===== config.mk =====
export PLATFORM = sky130hd
export DESIGN_NAME = led_ptr_target
export DESIGN_NICKNAME = d
export VERILOG_FILES = /design/src/rtl/led_ptr_pkg.sv /design/src/rtl/led_ptr_target.sv /design/src/rtl/bus_line_front.sv /design/src/rtl/led_reg_store.sv
export SDC_FILE = /design/constraint.sdc
export NUM_CORES = 1
export LEC_CHECK = 0
export BUFFER_PORTS_ARGS = -buffer_cell sky130_fd_sc_hd__buf_4
export CAP_MARGIN = 20
export CELL_PAD_IN_SITES_DETAIL_PLACEMENT = 0
export CELL_PAD_IN_SITES_GLOBAL_PLACEMENT = 2
export CORE_ASPECT_RATIO = 2
export CORE_UTILIZATION = 34
export DETAILED_ROUTE_END_ITERATION = 10
export HOLD_SLACK_MARGIN = 0.15
export PLACE_DENSITY_LB_ADDON = 0.1
export SETUP_SLACK_MARGIN = 0.15
export SYNTH_ARGS = -nofsm -noshare
export SYNTH_HDL_FRONTEND = slang
export SYNTH_HIERARCHICAL = 1
export SYNTH_SLANG_ARGS = --single-unit

===== constraint.sdc =====
create_clock -name clock -period 3.9 [get_ports clock]
set_clock_uncertainty 0.2 [all_clocks]
set_input_delay 0.975 -clock clock [delete_from_list [all_inputs] [get_ports clock]]
set_output_delay 0.975 -clock clock [all_outputs]
set_load 0.02 [all_outputs]

===== src/rtl/led_ptr_pkg.sv =====
// Shared constants, register map and types for the LED driver register front end
`default_nettype none

package led_ptr_pkg;

    // ============================================================
    // Register map
    localparam int         REG_COUNT          = 18;
    localparam logic [4:0] REG_PRIMARY_MODE   = 5'h00;
    localparam logic [4:0] REG_SECONDARY_MODE = 5'h01;
    localparam logic [4:0] REG_LED0_BRIGHT    = 5'h02;
    localparam logic [4:0] REG_LED7_BRIGHT    = 5'h09;
    localparam logic [4:0] REG_GROUP_DUTY     = 5'h0A;
    localparam logic [4:0] REG_GROUP_FREQ     = 5'h0B;
    localparam logic [4:0] REG_OUT_STATE_LO   = 5'h0C;
    localparam logic [4:0] REG_OUT_STATE_HI   = 5'h0D;
    localparam logic [4:0] REG_SUB_ADDR_1     = 5'h0E;
    localparam logic [4:0] REG_SUB_ADDR_2     = 5'h0F;
    localparam logic [4:0] REG_SUB_ADDR_3     = 5'h10;
    localparam logic [4:0] REG_BROADCAST_ADDR = 5'h11;

    // ============================================================
    // Pointer rollover limits per increment mode
    localparam logic [4:0] PTR_FIRST_ALL    = 5'h00;
    localparam logic [4:0] PTR_LAST_ALL     = 5'h11;
    localparam logic [4:0] PTR_FIRST_BRIGHT = 5'h02;
    localparam logic [4:0] PTR_LAST_BRIGHT  = 5'h09;
    localparam logic [4:0] PTR_FIRST_GROUP  = 5'h0A;
    localparam logic [4:0] PTR_LAST_GROUP   = 5'h0B;

    // ============================================================
    // Primary mode control bit positions
    localparam int BIT_BROADCAST_EN = 0;
    localparam int BIT_SUBGRP3_EN   = 1;
    localparam int BIT_SUBGRP2_EN   = 2;
    localparam int BIT_SUBGRP1_EN   = 3;

    // ============================================================
    // Values after reset and writable bits per register
    localparam logic [7:0] REG_RESET [REG_COUNT] = '{
        8'h11, 8'h03, 8'h00, 8'h00, 8'h00, 8'h00, 8'h00, 8'h00, 8'h00,
        8'h00, 8'h00, 8'h00, 8'h00, 8'h00, 8'h92, 8'h94, 8'h98, 8'h90};
    localparam logic [7:0] REG_WMASK [REG_COUNT] = '{
        8'h1F, 8'h2F, 8'hFF, 8'hFF, 8'hFF, 8'hFF, 8'hFF, 8'hFF, 8'hFF,
        8'hFF, 8'hFF, 8'hFF, 8'hFF, 8'hFF, 8'hFF, 8'hFF, 8'hFF, 8'hFF};

    // ============================================================
    // Bus constants and types
    localparam logic [3:0] BIT_LAST    = 4'h7;
    localparam logic [3:0] BIT_ACK     = 4'h8;
    localparam logic       ACK_LEVEL   = 1'b0;

    typedef enum logic [2:0] {
        INC_NONE         = 3'b000,
        INC_ALL          = 3'b100,
        INC_BRIGHT       = 3'b101,
        INC_GROUP        = 3'b110,
        INC_BRIGHT_GROUP = 3'b111
    } incr_mode_t;

    typedef struct packed {
        logic [2:0] incrementMode;
        logic [4:0] pointer;
    } ctrl_byte_t;

    typedef struct packed {
        logic sclRise;
        logic sclFall;
        logic startCond;
        logic stopCond;
        logic sdaBit;
    } bus_event_t;

    typedef enum logic [3:0] {
        ST_IDLE      = 4'h0,
        ST_ADDR      = 4'h1,
        ST_ACK_ARM   = 4'h2,
        ST_ACK_OUT   = 4'h3,
        ST_CTRL      = 4'h4,
        ST_WDATA     = 4'h5,
        ST_RDATA     = 4'h6,
        ST_RACK      = 4'h7,
        ST_WAIT_STOP = 4'h8
    } link_state_t;

endpackage

`default_nettype wire


===== src/rtl/led_ptr_target.sv =====
// Two-wire bus target with control byte pointer and auto-increment for the LED registers
`default_nettype none

module led_ptr_target
    import led_ptr_pkg::*;
#(
    parameter logic [6:0] SOFT_RESET_ADDR = 7'h4B
)(
    // Clock and reset
    input  wire logic                      clock,
    input  wire logic                      sys_rst,
    // Bus pins, data is open drain
    input  wire logic                      sclIn,
    input  wire logic                      sdaIn,
    output logic                           sdaOut,
    output logic                           sdaOe,
    // Own target address from the address pins
    input  wire logic [6:0]                targetAddress,
    // Status towards the rest of the driver
    output logic                           softResetCall,
    output ctrl_byte_t                     controlByte,
    output logic      [REG_COUNT-1:0][7:0] regImage
);

    bus_event_t  ev;
    link_state_t state_reg, state_next;
    link_state_t afterAck_reg, afterAck_next;
    logic [3:0]  bitCount_reg, bitCount_next;
    logic [7:0]  shift_reg, shift_next;
    logic [7:0]  txShift_reg, txShift_next;
    ctrl_byte_t  ctrl_reg, ctrl_next;
    logic        sdaOe_reg, sdaOe_next;
    logic        sdaOut_reg, sdaOut_next;
    logic        softReset_reg, softReset_next;
    logic        memWrEn;
    logic [7:0]  rdData;
    logic [7:0]  byteIn;
    logic [7:0]  primaryMode;
    logic        ownHit, broadcastHit, subHit, resetAddrSeen;
    logic        addrDone, stepNow;

    // ============================================================
    // Line sampling and register storage
    bus_line_front u_front (
        .clock   (clock),
        .sys_rst (sys_rst),
        .sclIn   (sclIn),
        .sdaIn   (sdaIn),
        .events  (ev)
    );

    led_reg_store u_store (
        .clock    (clock),
        .sys_rst  (sys_rst),
        .wrEn     (memWrEn),
        .wrAddr   (ctrl_reg.pointer),
        .wrData   (byteIn),
        .rdAddr   (ctrl_reg.pointer),
        .rdData   (rdData),
        .regImage (regImage)
    );

    // ============================================================
    // Pointer stepping per increment mode
    function automatic logic [4:0] stepPointer(input ctrl_byte_t c);
        logic [4:0] first;
        logic [4:0] last;
        first = PTR_FIRST_ALL;
        last  = PTR_LAST_ALL;
        case (c.incrementMode)
            INC_ALL: begin
                first = PTR_FIRST_ALL;
                last  = PTR_LAST_ALL;
            end
            INC_BRIGHT: begin
                first = PTR_FIRST_BRIGHT;
                last  = PTR_LAST_BRIGHT;
            end
            INC_GROUP: begin
                first = PTR_FIRST_GROUP;
                last  = PTR_LAST_GROUP;
            end
            INC_BRIGHT_GROUP: begin
                first = PTR_FIRST_BRIGHT;
                last  = PTR_LAST_GROUP;
            end
            default: begin
                return c.pointer;
            end
        endcase
        // At or beyond the last map entry the pointer also falls back to the mode's first entry
        if (c.pointer == last || c.pointer >= PTR_LAST_ALL) begin
            return first;
        end
        return c.pointer + 5'h01;
    endfunction

    // ============================================================
    // Address decode against own, broadcast and enabled sub-group addresses
    always_comb begin
        byteIn        = {shift_reg[6:0], ev.sdaBit};
        primaryMode   = regImage[REG_PRIMARY_MODE];
        resetAddrSeen = (byteIn[7:1] == SOFT_RESET_ADDR);
        ownHit        = (byteIn[7:1] == targetAddress);
        broadcastHit  = primaryMode[BIT_BROADCAST_EN] &&
                        (byteIn[7:1] == regImage[REG_BROADCAST_ADDR][7:1]);
        subHit        = (primaryMode[BIT_SUBGRP1_EN] &&
                         byteIn[7:1] == regImage[REG_SUB_ADDR_1][7:1]) ||
                        (primaryMode[BIT_SUBGRP2_EN] &&
                         byteIn[7:1] == regImage[REG_SUB_ADDR_2][7:1]) ||
                        (primaryMode[BIT_SUBGRP3_EN] &&
                         byteIn[7:1] == regImage[REG_SUB_ADDR_3][7:1]);
    end

    // ============================================================
    // Transfer sequencing: address, control byte, data and acknowledges
    always_comb begin
        state_next     = state_reg;
        afterAck_next  = afterAck_reg;
        bitCount_next  = bitCount_reg;
        shift_next     = shift_reg;
        txShift_next   = txShift_reg;
        ctrl_next      = ctrl_reg;
        sdaOe_next     = sdaOe_reg;
        sdaOut_next    = 1'b0;
        softReset_next = 1'b0;
        memWrEn        = 1'b0;
        addrDone       = 1'b0;
        stepNow        = 1'b0;
        if (ev.startCond) begin
            // Repeated start also restarts the address phase
            state_next    = ST_ADDR;
            bitCount_next = 4'h0;
            sdaOe_next    = 1'b0;
        end else if (ev.stopCond) begin
            state_next = ST_IDLE;
            sdaOe_next = 1'b0;
        end else begin
            unique case (state_reg)
                ST_IDLE, ST_WAIT_STOP: begin
                    sdaOe_next = 1'b0;
                end
                ST_ADDR, ST_CTRL, ST_WDATA: begin
                    if (ev.sclRise) begin
                        shift_next    = byteIn;
                        bitCount_next = bitCount_reg + 4'h1;
                        if (bitCount_reg == BIT_LAST) begin
                            bitCount_next = 4'h0;
                            state_next    = ST_ACK_ARM;
                            afterAck_next = ST_WDATA;
                            if (state_reg == ST_ADDR) begin
                                addrDone = 1'b1;
                                if (resetAddrSeen) begin
                                    afterAck_next = ST_WAIT_STOP;
                                    if (byteIn[0]) begin
                                        state_next = ST_WAIT_STOP;
                                    end else begin
                                        softReset_next = 1'b1;
                                    end
                                end else if (ownHit || broadcastHit || subHit) begin
                                    // Reads keep the held pointer
                                    afterAck_next = byteIn[0] ? ST_RDATA : ST_CTRL;
                                end else begin
                                    state_next = ST_WAIT_STOP;
                                end
                            end else if (state_reg == ST_CTRL) begin
                                ctrl_next = byteIn;
                            end else begin
                                memWrEn   = 1'b1;
                                stepNow   = 1'b1;
                                // Only the pointer field moves
                                ctrl_next.pointer = stepPointer(ctrl_reg);
                            end
                        end
                    end
                end
                ST_ACK_ARM: begin
                    if (ev.sclFall) begin
                        sdaOe_next = 1'b1;
                        state_next = ST_ACK_OUT;
                    end
                end
                ST_ACK_OUT: begin
                    if (ev.sclFall) begin
                        state_next    = afterAck_reg;
                        bitCount_next = 4'h0;
                        sdaOe_next    = 1'b0;
                        if (afterAck_reg == ST_RDATA) begin
                            // First read byte comes from the held pointer
                            txShift_next  = rdData;
                            sdaOe_next    = ~rdData[7];
                            bitCount_next = 4'h1;
                        end
                    end
                end
                ST_RDATA: begin
                    if (ev.sclFall) begin
                        if (bitCount_reg == BIT_ACK) begin
                            sdaOe_next = 1'b0;
                            state_next = ST_RACK;
                        end else begin
                            txShift_next  = {txShift_reg[6:0], 1'b0};
                            sdaOe_next    = ~txShift_reg[6];
                            bitCount_next = bitCount_reg + 4'h1;
                        end
                    end
                end
                ST_RACK: begin
                    if (ev.sclRise) begin
                        stepNow           = 1'b1;
                        ctrl_next.pointer = stepPointer(ctrl_reg);
                        afterAck_next     = ST_RDATA;
                        state_next        = (ev.sdaBit == ACK_LEVEL) ? ST_ACK_OUT : ST_WAIT_STOP;
                    end
                end
                default: begin
                    state_next = ST_IDLE;
                    sdaOe_next = 1'b0;
                end
            endcase
        end
    end

    // Registers of the sequencer
    always_ff @(posedge clock) begin
        if (sys_rst) begin
            state_reg     <= ST_IDLE;
            afterAck_reg  <= ST_IDLE;
            bitCount_reg  <= 4'h0;
            shift_reg     <= 8'h00;
            txShift_reg   <= 8'h00;
            ctrl_reg      <= '0;
            sdaOe_reg     <= 1'b0;
            sdaOut_reg    <= 1'b0;
            softReset_reg <= 1'b0;
        end else begin
            state_reg     <= state_next;
            afterAck_reg  <= afterAck_next;
            bitCount_reg  <= bitCount_next;
            shift_reg     <= shift_next;
            txShift_reg   <= txShift_next;
            ctrl_reg      <= ctrl_next;
            sdaOe_reg     <= sdaOe_next;
            sdaOut_reg    <= sdaOut_next;
            softReset_reg <= softReset_next;
        end
    end

    // Outputs straight from registers
    assign sdaOe         = sdaOe_reg;
    assign sdaOut        = sdaOut_reg;
    assign softResetCall = softReset_reg;
    assign controlByte   = ctrl_reg;

    // ============================================================
    // Checks
    ctrl_capture_a: assert property (@(posedge clock) disable iff (sys_rst)
        (state_reg == ST_CTRL && ev.sclRise && bitCount_reg == BIT_LAST && !ev.startCond
         && !ev.stopCond) |=> (ctrl_reg == $past(byteIn)))
        else $error("control byte not captured");

    hold_mode_a: assert property (@(posedge clock) disable iff (sys_rst)
        (stepNow && ctrl_reg.incrementMode == INC_NONE) |=> $stable(ctrl_reg.pointer))
        else $error("pointer moved in fixed mode");

    step_next_a: assert property (@(posedge clock) disable iff (sys_rst)
        (stepNow && ctrl_reg.incrementMode[2] && ctrl_reg.pointer == 5'h04) |=>
        (ctrl_reg.pointer == 5'h05))
        else $error("pointer did not advance");

    wrap_all_a: assert property (@(posedge clock) disable iff (sys_rst)
        (stepNow && ctrl_reg.incrementMode == INC_ALL && ctrl_reg.pointer == 5'h11) |=>
        (ctrl_reg.pointer == 5'h00))
        else $error("full map wrap wrong");

    wrap_bright_a: assert property (@(posedge clock) disable iff (sys_rst)
        (stepNow && ctrl_reg.incrementMode == INC_BRIGHT && ctrl_reg.pointer == 5'h09) |=>
        (ctrl_reg.pointer == 5'h02))
        else $error("brightness wrap wrong");

    wrap_group_a: assert property (@(posedge clock) disable iff (sys_rst)
        (stepNow && ctrl_reg.incrementMode == INC_GROUP && ctrl_reg.pointer == 5'h0B) |=>
        (ctrl_reg.pointer == 5'h0A))
        else $error("group wrap wrong");

    wrap_mixed_a: assert property (@(posedge clock) disable iff (sys_rst)
        (stepNow && ctrl_reg.incrementMode == INC_BRIGHT_GROUP && ctrl_reg.pointer == 5'h0B)
        |=> (ctrl_reg.pointer == 5'h02))
        else $error("combined wrap wrong");

    mode_keep_a: assert property (@(posedge clock) disable iff (sys_rst)
        stepNow |=> $stable(ctrl_reg.incrementMode))
        else $error("increment mode changed by stepping");

    reset_read_a: assert property (@(posedge clock) disable iff (sys_rst)
        (addrDone && resetAddrSeen && byteIn[0]) |=>
        (state_reg == ST_WAIT_STOP) ##1 (!sdaOe)[*2])
        else $error("reset call acknowledged for read");

    broadcast_off_a: assert property (@(posedge clock) disable iff (sys_rst)
        (addrDone && !primaryMode[BIT_BROADCAST_EN] && !ownHit && !subHit && !resetAddrSeen)
        |=> (state_reg == ST_WAIT_STOP))
        else $error("disabled address acknowledged");

    read_start_a: assert property (@(posedge clock) disable iff (sys_rst)
        (state_reg == ST_ACK_OUT && afterAck_reg == ST_RDATA && ev.sclFall && !ev.startCond
         && !ev.stopCond) |=> (txShift_reg == $past(rdData) && sdaOe == ~$past(rdData[7])))
        else $error("read did not start at pointer");

endmodule

`default_nettype wire


===== src/rtl/bus_line_front.sv =====
// Bus line sampler that turns clock and data levels into edge and condition events
`default_nettype none

module bus_line_front
    import led_ptr_pkg::*;
(
    // Clock and reset
    input  wire logic       clock,
    input  wire logic       sys_rst,
    // Bus lines
    input  wire logic       sclIn,
    input  wire logic       sdaIn,
    // Decoded events
    output bus_event_t      events
);

    logic sclNow_reg, sclNow_next;
    logic sdaNow_reg, sdaNow_next;
    logic sclOld_reg, sclOld_next;
    logic sdaOld_reg, sdaOld_next;

    // ============================================================
    // Two sample stages per line
    always_comb begin
        sclNow_next = sclIn;
        sdaNow_next = sdaIn;
        sclOld_next = sclNow_reg;
        sdaOld_next = sdaNow_reg;
    end

    // Idle bus reads high after reset
    always_ff @(posedge clock) begin
        if (sys_rst) begin
            sclNow_reg <= 1'b1;
            sdaNow_reg <= 1'b1;
            sclOld_reg <= 1'b1;
            sdaOld_reg <= 1'b1;
        end else begin
            sclNow_reg <= sclNow_next;
            sdaNow_reg <= sdaNow_next;
            sclOld_reg <= sclOld_next;
            sdaOld_reg <= sdaOld_next;
        end
    end

    // Data moving while the clock is high marks start or stop
    always_comb begin
        events.sclRise   = sclNow_reg & ~sclOld_reg;
        events.sclFall   = ~sclNow_reg & sclOld_reg;
        events.startCond = sclNow_reg & sclOld_reg & ~sdaNow_reg & sdaOld_reg;
        events.stopCond  = sclNow_reg & sclOld_reg & sdaNow_reg & ~sdaOld_reg;
        events.sdaBit    = sdaNow_reg;
    end

endmodule

`default_nettype wire


===== src/rtl/led_reg_store.sv =====
// Register array of the LED driver with masked writes and a registered read port
`default_nettype none

module led_reg_store
    import led_ptr_pkg::*;
(
    // Clock and reset
    input  wire logic                      clock,
    input  wire logic                      sys_rst,
    // Write port
    input  wire logic                      wrEn,
    input  wire logic [4:0]                wrAddr,
    input  wire logic [7:0]                wrData,
    // Read port
    input  wire logic [4:0]                rdAddr,
    output logic      [7:0]                rdData,
    // Whole register image
    output logic      [REG_COUNT-1:0][7:0] regImage
);

    logic [7:0] entry_reg  [REG_COUNT];
    logic [7:0] entry_next [REG_COUNT];
    logic [7:0] rdData_reg, rdData_next;

    // ============================================================
    // One storage entry per register; read-only bits keep their value
    for (genvar i = 0; i < REG_COUNT; i++) begin : g_entry
        always_comb begin
            entry_next[i] = entry_reg[i];
            if (wrEn && wrAddr == 5'(i)) begin
                entry_next[i] = (wrData & REG_WMASK[i]) | (entry_reg[i] & ~REG_WMASK[i]);
            end
        end

        // Reset loads the power-up contents
        always_ff @(posedge clock) begin
            if (sys_rst) begin
                entry_reg[i] <= REG_RESET[i];
            end else begin
                entry_reg[i] <= entry_next[i];
            end
        end

        assign regImage[i] = entry_reg[i];
    end

    // ============================================================
    // Registered read; pointers past the map read as zero
    always_comb begin
        rdData_next = 8'h00;
        if (rdAddr < 5'(REG_COUNT)) begin
            rdData_next = entry_reg[rdAddr];
        end
    end

    always_ff @(posedge clock) begin
        if (sys_rst) begin
            rdData_reg <= 8'h00;
        end else begin
            rdData_reg <= rdData_next;
        end
    end

    assign rdData = rdData_reg;

    // ============================================================
    // Checks
    write_lands_a: assert property (@(posedge clock) disable iff (sys_rst)
        (wrEn && wrAddr < 5'(REG_COUNT)) |=>
        (((regImage[$past(wrAddr)] ^ $past(wrData)) & REG_WMASK[$past(wrAddr)]) == 8'h00))
        else $error("register write did not land");

    reset_values_a: assert property (@(posedge clock) disable iff (sys_rst)
        $past(sys_rst) |-> (regImage[REG_BROADCAST_ADDR] == 8'h90 &&
        regImage[REG_PRIMARY_MODE][BIT_BROADCAST_EN] &&
        !regImage[REG_PRIMARY_MODE][BIT_SUBGRP1_EN] &&
        !regImage[REG_PRIMARY_MODE][BIT_SUBGRP2_EN] &&
        !regImage[REG_PRIMARY_MODE][BIT_SUBGRP3_EN]))
        else $error("power-up address defaults wrong");

endmodule

`default_nettype wire


==> summary.txt, run 1 <==
Worst setup path
  • Critical setup path kind: flop to flop
  • CP max FO: 12
  • R2R depth: 10
  • Capturing point of the worst reg2reg path: u_store/entry_reg[14][1]$_SDFFE_PP1P_
  • Critical Path Source: u_front/sdaNow_reg$_SDFF_PP1_
  • Worst R2R Start: u_front/sdaNow_reg$_SDFF_PP1_
  • Worst setup path end: u_store/entry_reg[14][1]$_SDFFE_PP1P_
  • R2r setup slk: 520 ps
  • Crit end category: flop
  • CP Data Required Time: 4050 ps
  • Crit path arrival time: 3520 ps
  • CP Launch Type: flop

GRT
  • Global-route wire length before repair: 54.2 mm
  • Initial antenna violation count: 0
  • Global route overflow: 0
  • Total track usage: 26.1%
  • Largest net degree at the start of global routing: 77
  • Vias in the first global route: 8270

Die
  • Ports: 166
  • Starting Density: 34.7%
  • Core area: 27000 µm²
  • Die area: 28300 µm²
  • Die height: 237 µm
  • Chip Width: 119 µm
  • Row count: 85

Synthesis
  • Synth area leaders: dfxtp_1, mux2i_1, a21oi_1
  • Post-synth ARST share: 0%
  • Number of flops mapped to enable cells by yosys: 0
  • #FFs+latches synth: 186
  • Synth top cells by count: dfxtp_1, nand2_1, nor2_1
  • Top-count cell post-synth: dfxtp_1
  • Mapped Cells: 1037
  • Syn_area_per_cell: 9.04 µm²
  • Top-area cell type share of the netlist area: 39.7%
  • Most common flop cell mapped by yosys: dfxtp_1
  • Ys Warns: 6
  • Cell taking the most area after synthesis: dfxtp_1
  • Yosys cell types: 76
  • Seq/Total Area, Yosys: 39.7%
  • Post-Syn Area: 9380 µm²

Layout
  • Final net count: 1177
  • Synthesis-to-layout area growth: 21.6%
  • Non-filler cells, final: 1523
  • Layout cell share with drive strength beyond 1: 23.5%
  • Max reg flops: 138
  • ANT cells: 0
  • Layout Utilization: 42.2%

Drt
  • DRC violations left: 0
  • Final ANT Viol Nets: 0
  • Vias: 8357
  • TritonRoute pass-1 iters: 5
  • DR iter-0 viols: 554
  • Vias per inst: 5.49
  • Drt wl/cell: 23.9 µm
  • Drt total wl: 36.4 mm

Placed design
  • # port buffers: 158
  • Placed cells: 1491
  • GP Congestion: 0.827
  • Detailed-placement wirelength estimate: 26.6 mm

STA
  • Number of endpoints failing setup at the final stage: 0
  • Fin crit period: 3380 ps
  • Max-slew violations: 0
  • Endpoints failing hold: 0
  • RSZ-0062 raised after global routing: no
  • Worst slew pin tran: 1070 ps
  • Relative slew slack: 28.9%
  • Final worst-path cycle share: 86.6%
  • Setup TNS: 0 ps
  • Fmax: 296 MHz

CTS
  • # hold bufs at CTS: 0
  • # H-tree levels: 4
  • Post-cts sizing count: 0
  • Clock Pin Slew Worst Setup and Hold Paths: 70 ps
  • Clock Path Buffers: 2
  • CTS tree: yes
  • Clock sinks: 186
  • Clock Tree Root: clkbuf_16
  • CTS Buf Count: 17
  • Clk_lat worst skew: 450 ps
  • Postcts setup bufs: 0

Hold path
  • Hold_sp: txShift_reg[0]$_SDFFE_PP0P_
  • Hold WC Path Type: flop to flop
  • Hold Crit Depth: 2

Flow run
  • MaxCap Viol Count: 0

Power and ir drop
  • Static leakage: 4.37 nW
  • P per Cell Area: 331 nW/µm²
  • Max VDD drop: 0.000274 V

Outcome
  • Status: complete, no violations
## final cells by class
class	instances	area [µm²]
timing repair buffer	201	1520
fill	2803	15600
sequential	186	3730
clock buffer	17	425
tap	348	435
inverter	11	41.3
clock inverter	15	145
multi-input combinational	745	5110
## cell usage in the layout (no fill, tap or decap), types with 12 or more instances in the layout
master	Yosys	routed
mux2_2	13	13
nand3b_1	12	12
buf_4	14	200
mux2i_1	91	91
o21ai_0	22	22
nor2b_1	15	13
a21oi_1	85	85
clkbuf_16	0	17
nand2_1	108	108
nor2_1	106	105
dfxtp_1	186	184
mux4_1	14	14
xnor2_1	26	26
nand3_1	76	76
## worst min path at each step
stage | to | slack [ps]
after global routing | txShift_reg[0]$_SDFFE_PP0P_ | 280
final | txShift_reg[0]$_SDFFE_PP0P_ | 260
after global placement | txShift_reg[0]$_SDFFE_PP0P_ | 240
after floorplan | txShift_reg[0]$_SDFFE_PP0P_ | 230
after detailed placement | txShift_reg[0]$_SDFFE_PP0P_ | 250
after CTS | txShift_reg[0]$_SDFFE_PP0P_ | 260
## power by group
part	total, mW	internal (mW)	switching [mW]
clock	1.73	0.890	0.843
sequential	1.91	1.90	0.0103
combinational	0.129	0.0419	0.0874
total	3.78	2.83	0.941
## cell families (layout without fill, tap and decap cells)
logic type,count (synthesis),in the layout,share of synthesized area (%)
AO/OA/AOI/OAI,173,173,11.3
XOR/XNOR,35,35,3.27
adder cells (fa/ha/maj),4,4,0.534
buffers and inverters,111,244,6.46
flip-flops,186,186,39.7
multiplexers,130,130,18.0
other,2,7,0.0801
AND/OR/NAND/NOR,396,396,20.6
## metal layers
metal / up-vias / wire length [µm] / track usage, %
met4: 0 / 1380 / 11.9
met2: 236 / 20200 / 49.1
met5: - / 0 / 0
li1: 3925 / - / -
met3: 59 / 1340 / 4.12
met1: 4137 / 13500 / 28.0
## per-stage QoR
stage               power, mW  hold slack, ps  setup WS [ps]  cell area, µm²
detailed placement       2.09             247            559           10800
floorplan                2.04             228            862            9400
global route             3.90             282            234           11400
CTS                      3.82             259            518           11400
global placement         2.09             242            636           10800
finish                   3.78             264            524           11400
## worst max-delay path, stage by stage, from the launching register on
cell and delay, ps:
dfxtp_1 350, buf_4 210, and4b_1 320, or3b_1 440, nor4_1 290, buf_4 230
nand4b_1 230, nor3b_2 430, buf_4 250, nor2b_1 60, a211o_1 260
Power figures use the tool's default switching activity.
==> run 2: changes to the inputs <==
--- a/constraint.sdc
+++ b/constraint.sdc
@@ -4,2 +4,2 @@
 set_output_delay 0.975 -clock clock [all_outputs]
-set_load 0.02 [all_outputs]
+set_load 0.005 [all_outputs]
==> run 2 against run 1 <==
Critical path depth did not move. Sequential cell count stayed put. Total power grew 1.3%. Non-clock buffer count did not move. Design area up 0.16%. Critical path type unchanged. Critical endpoint is now u_store/entry_reg[14][7]$_SDFFE_PP1P_. Highest routed layer unchanged.
==> summary.txt, run 2 (same netlist as run 1, synthesis figures left out) <==
CTS
  • CTS Buf Count: 17 (unchanged)
  • CTS tree: yes (unchanged)
  • Clk_lat worst skew: 450 ps (about the same)
  • Clock Pin Slew Worst Setup and Hold Paths: 70 ps (about the same)
  • # hold bufs at CTS: 0 (unchanged)
  • Post-cts sizing count: 0 (unchanged)
  • Clock Path Buffers: 2 (unchanged)
  • Clock Tree Root: clkbuf_16 (unchanged)
  • Postcts setup bufs: 0 (unchanged)
  • Clock sinks: 186 (unchanged)
  • # H-tree levels: 4 (unchanged)

STA
  • RSZ-0062 raised after global routing: no (unchanged)
  • Relative slew slack: 27.9% (was 28.9%)
  • Setup TNS: 0 ps (unchanged)
  • Max-slew violations: 0 (unchanged)
  • Fmax: 299 MHz (was 296 MHz)
  • Final worst-path cycle share: 85.7% (was 86.6%)
  • Number of endpoints failing setup at the final stage: 0 (unchanged)
  • Fin crit period: 3340 ps (was 3380 ps)
  • Final setup margin: 556 ps (was 524 ps)
  • Endpoints failing hold: 0 (unchanged)
  • Worst slew pin tran: 1080 ps (was 1070 ps)

GRT
  • GRT busiest layer: met2 (unchanged)
  • Met3 usage: 3.95% (was 4.12%)
  • Met2 Use GR: 48.4% (was 49.1%)
  • Global-route wire length before repair: 54.1 mm (was 54.2 mm)
  • Total track usage: 26.2% (was 26.1%)
  • Met1 global-route usage: 28.3% (was 28.0%)
  • Vias in the first global route: 8344 (was 8270)
  • Initial antenna violation count: 0 (unchanged)
  • Largest net degree at the start of global routing: 77 (unchanged)
  • Global route overflow: 0 (unchanged)

Die
  • Die area: 28300 µm² (unchanged)
  • Chip Width: 119 µm (unchanged)
  • Ports: 166 (unchanged)
  • Row count: 85 (unchanged)
  • Die height: 237 µm (unchanged)
  • Starting Density: 34.7% (unchanged)
  • Core area: 27000 µm² (unchanged)

Drt
  • Final ANT Viol Nets: 0 (unchanged)
  • Vias: 8314 (was 8357)
  • TritonRoute pass-1 iters: 5 (unchanged)
  • DRC violations left: 0 (unchanged)
  • Drt wl/cell: 23.7 µm (was 23.9 µm)
  • Drt total wl: 36.1 mm (was 36.4 mm)
  • DR iter-0 viols: 567 (was 554)
  • Vias per inst: 5.46 (was 5.49)

Layout
  • FF+latch area: 3730 µm² (unchanged)
  • Layout Utilization: 42.3% (was 42.2%)
  • Max reg flops: 138 (unchanged)
  • Layout cell share with drive strength beyond 1: 23.3% (was 23.5%)
  • Commonest non-fill, non-tap cell in the layout: buf_4 (unchanged)
  • Fillers: 2744 (was 2803)
  • Final net count: 1177 (unchanged)
  • Area of the multi-input gates: 5110 µm² (unchanged)
  • ANT cells: 0 (unchanged)
  • Most frequent cells in the layout: buf_4, dfxtp_1, nand2_1, nor2_1, mux2i_1 (unchanged)
  • Synthesis-to-layout area growth: 21.8% (was 21.6%)

Worst setup path
  • CP Launch Type: flop (unchanged)
  • CP Data Required Time: 4040 ps (was 4050 ps)
  • Crit end category: flop (unchanged)
  • CP max FO: 12 (unchanged)
  • Critical setup path kind: flop to flop (unchanged)
  • Crit path arrival time: 3480 ps (was 3520 ps)

Power and ir drop
  • P per Cell Area: 335 nW/µm² (was 331 nW/µm²)
  • Reg power frac: 50.0% (was 50.7%)
  • Gate power share: 3.2% (was 3.4%)
  • Int Power: 2.94 mW (was 2.83 mW)
  • Net Switching: 0.881 mW (was 0.941 mW)
  • Static leakage: 4.40 nW (was 4.37 nW)
  • Max VDD drop: 0.000267 V (was 0.000274 V)
  • Clock power share: 46.7% (was 45.9%)
  • Switching share of power: 23.1% (was 24.9%)

Placed design
  • Detailed-placement wirelength estimate: 26.5 mm (was 26.6 mm)
  • GP Congestion: 0.832 (was 0.827)
  • Pre-CTS setup slack: 613 ps (was 559 ps)
  • # port buffers: 158 (unchanged)

Flow run
  • MaxCap Viol Count: 0 (unchanged)

Outcome
  • Status: complete, no violations (unchanged)

Hold path
  • Hold WC Path Type: flop to flop (unchanged)
==> run 2: cell types whose count changed in the layout (fill, tap and decap cells not counted) <==
| cell | change |
|---|---|
| clkinvlp_4 | -6 |
| clkbuf_1 | +2 |
| inv_8 | -2 |
| clkinv_4 | -1 |
| inv_4 | -1 |
| clkinv_2 | +5 |
| bufinv_16 | +1 |
| clkbuf_16 | +1 |
| clkbuf_8 | +1 |
==> run 2: routing by layer <==
| metal | vias up | part of all wire (%) |
|---|---|---|
| li1 | 3916 | - |
| met1 | 4112 | 37 |
| met2 | 228 | 55 |
| met3 | 58 | 3.5 |
| met4 | 0 | 4.8 |
| met5 | - | 0 |
==> run 2: path summary, 6_finish.rpt <==
check / start / end / slack (ps) / cells past startpoint
max reg2reg: u_front/sdaNow_reg$_SDFF_PP1_ / u_store/entry_reg[14][7]$_SDFFE_PP1P_ / 560 / 10
max: u_front/sdaNow_reg$_SDFF_PP1_ / u_store/entry_reg[14][7]$_SDFFE_PP1P_ / 560 / 10
min: txShift_reg[0]$_SDFFE_PP0P_ / txShift_reg[0]$_SDFFE_PP0P_ / 250 / 2
min reg2reg: txShift_reg[0]$_SDFFE_PP0P_ / txShift_reg[0]$_SDFFE_PP0P_ / 250 / 2
==> run 2: power groups by stage <==
stage	Combinational [mW]	Sequential (mW)	Clock (mW)
finish	0.123	1.91	1.79
global route	0.133	1.91	1.91
CTS	0.125	1.91	1.83
detailed placement	0.124	1.96	0
global placement	0.125	1.96	0
floorplan	0.0865	1.95	0
==> run 2: layout make-up <==
type | count | area share, %
inverters | 11 | 0.361
clock buffers | 21 | 4.13
flip-flops and latches | 186 | 32.6
multi-input cells | 745 | 44.7
well taps | 348 | 3.81
clock inverters | 11 | 1.03
repair buffers | 201 | 13.3
==> run 2: critical path: stages, from the launching register on <==
cell and delay, ps:
dfxtp_1 350, buf_4 210, and4b_1 320, or3b_1 450, nor4_1 250, buf_4 210
nand4b_1 240, nor3b_2 420, buf_4 250, nor2b_1 60, a211o_1 260
==> run 2: through the flow <==
stage | area [µm²] | hold slack, ps | total power, mW | cells
after CTS | 11400 | 253 | 3.87 | 1523
after floorplan | 9400 | 228 | 2.04 | 1042
final | 11400 | 251 | 3.82 | 1523
after detailed placement | 10800 | 245 | 2.08 | 1491
after global routing | 11400 | 281 | 3.96 | 1523
after global placement | 10800 | 241 | 2.08 | 1491
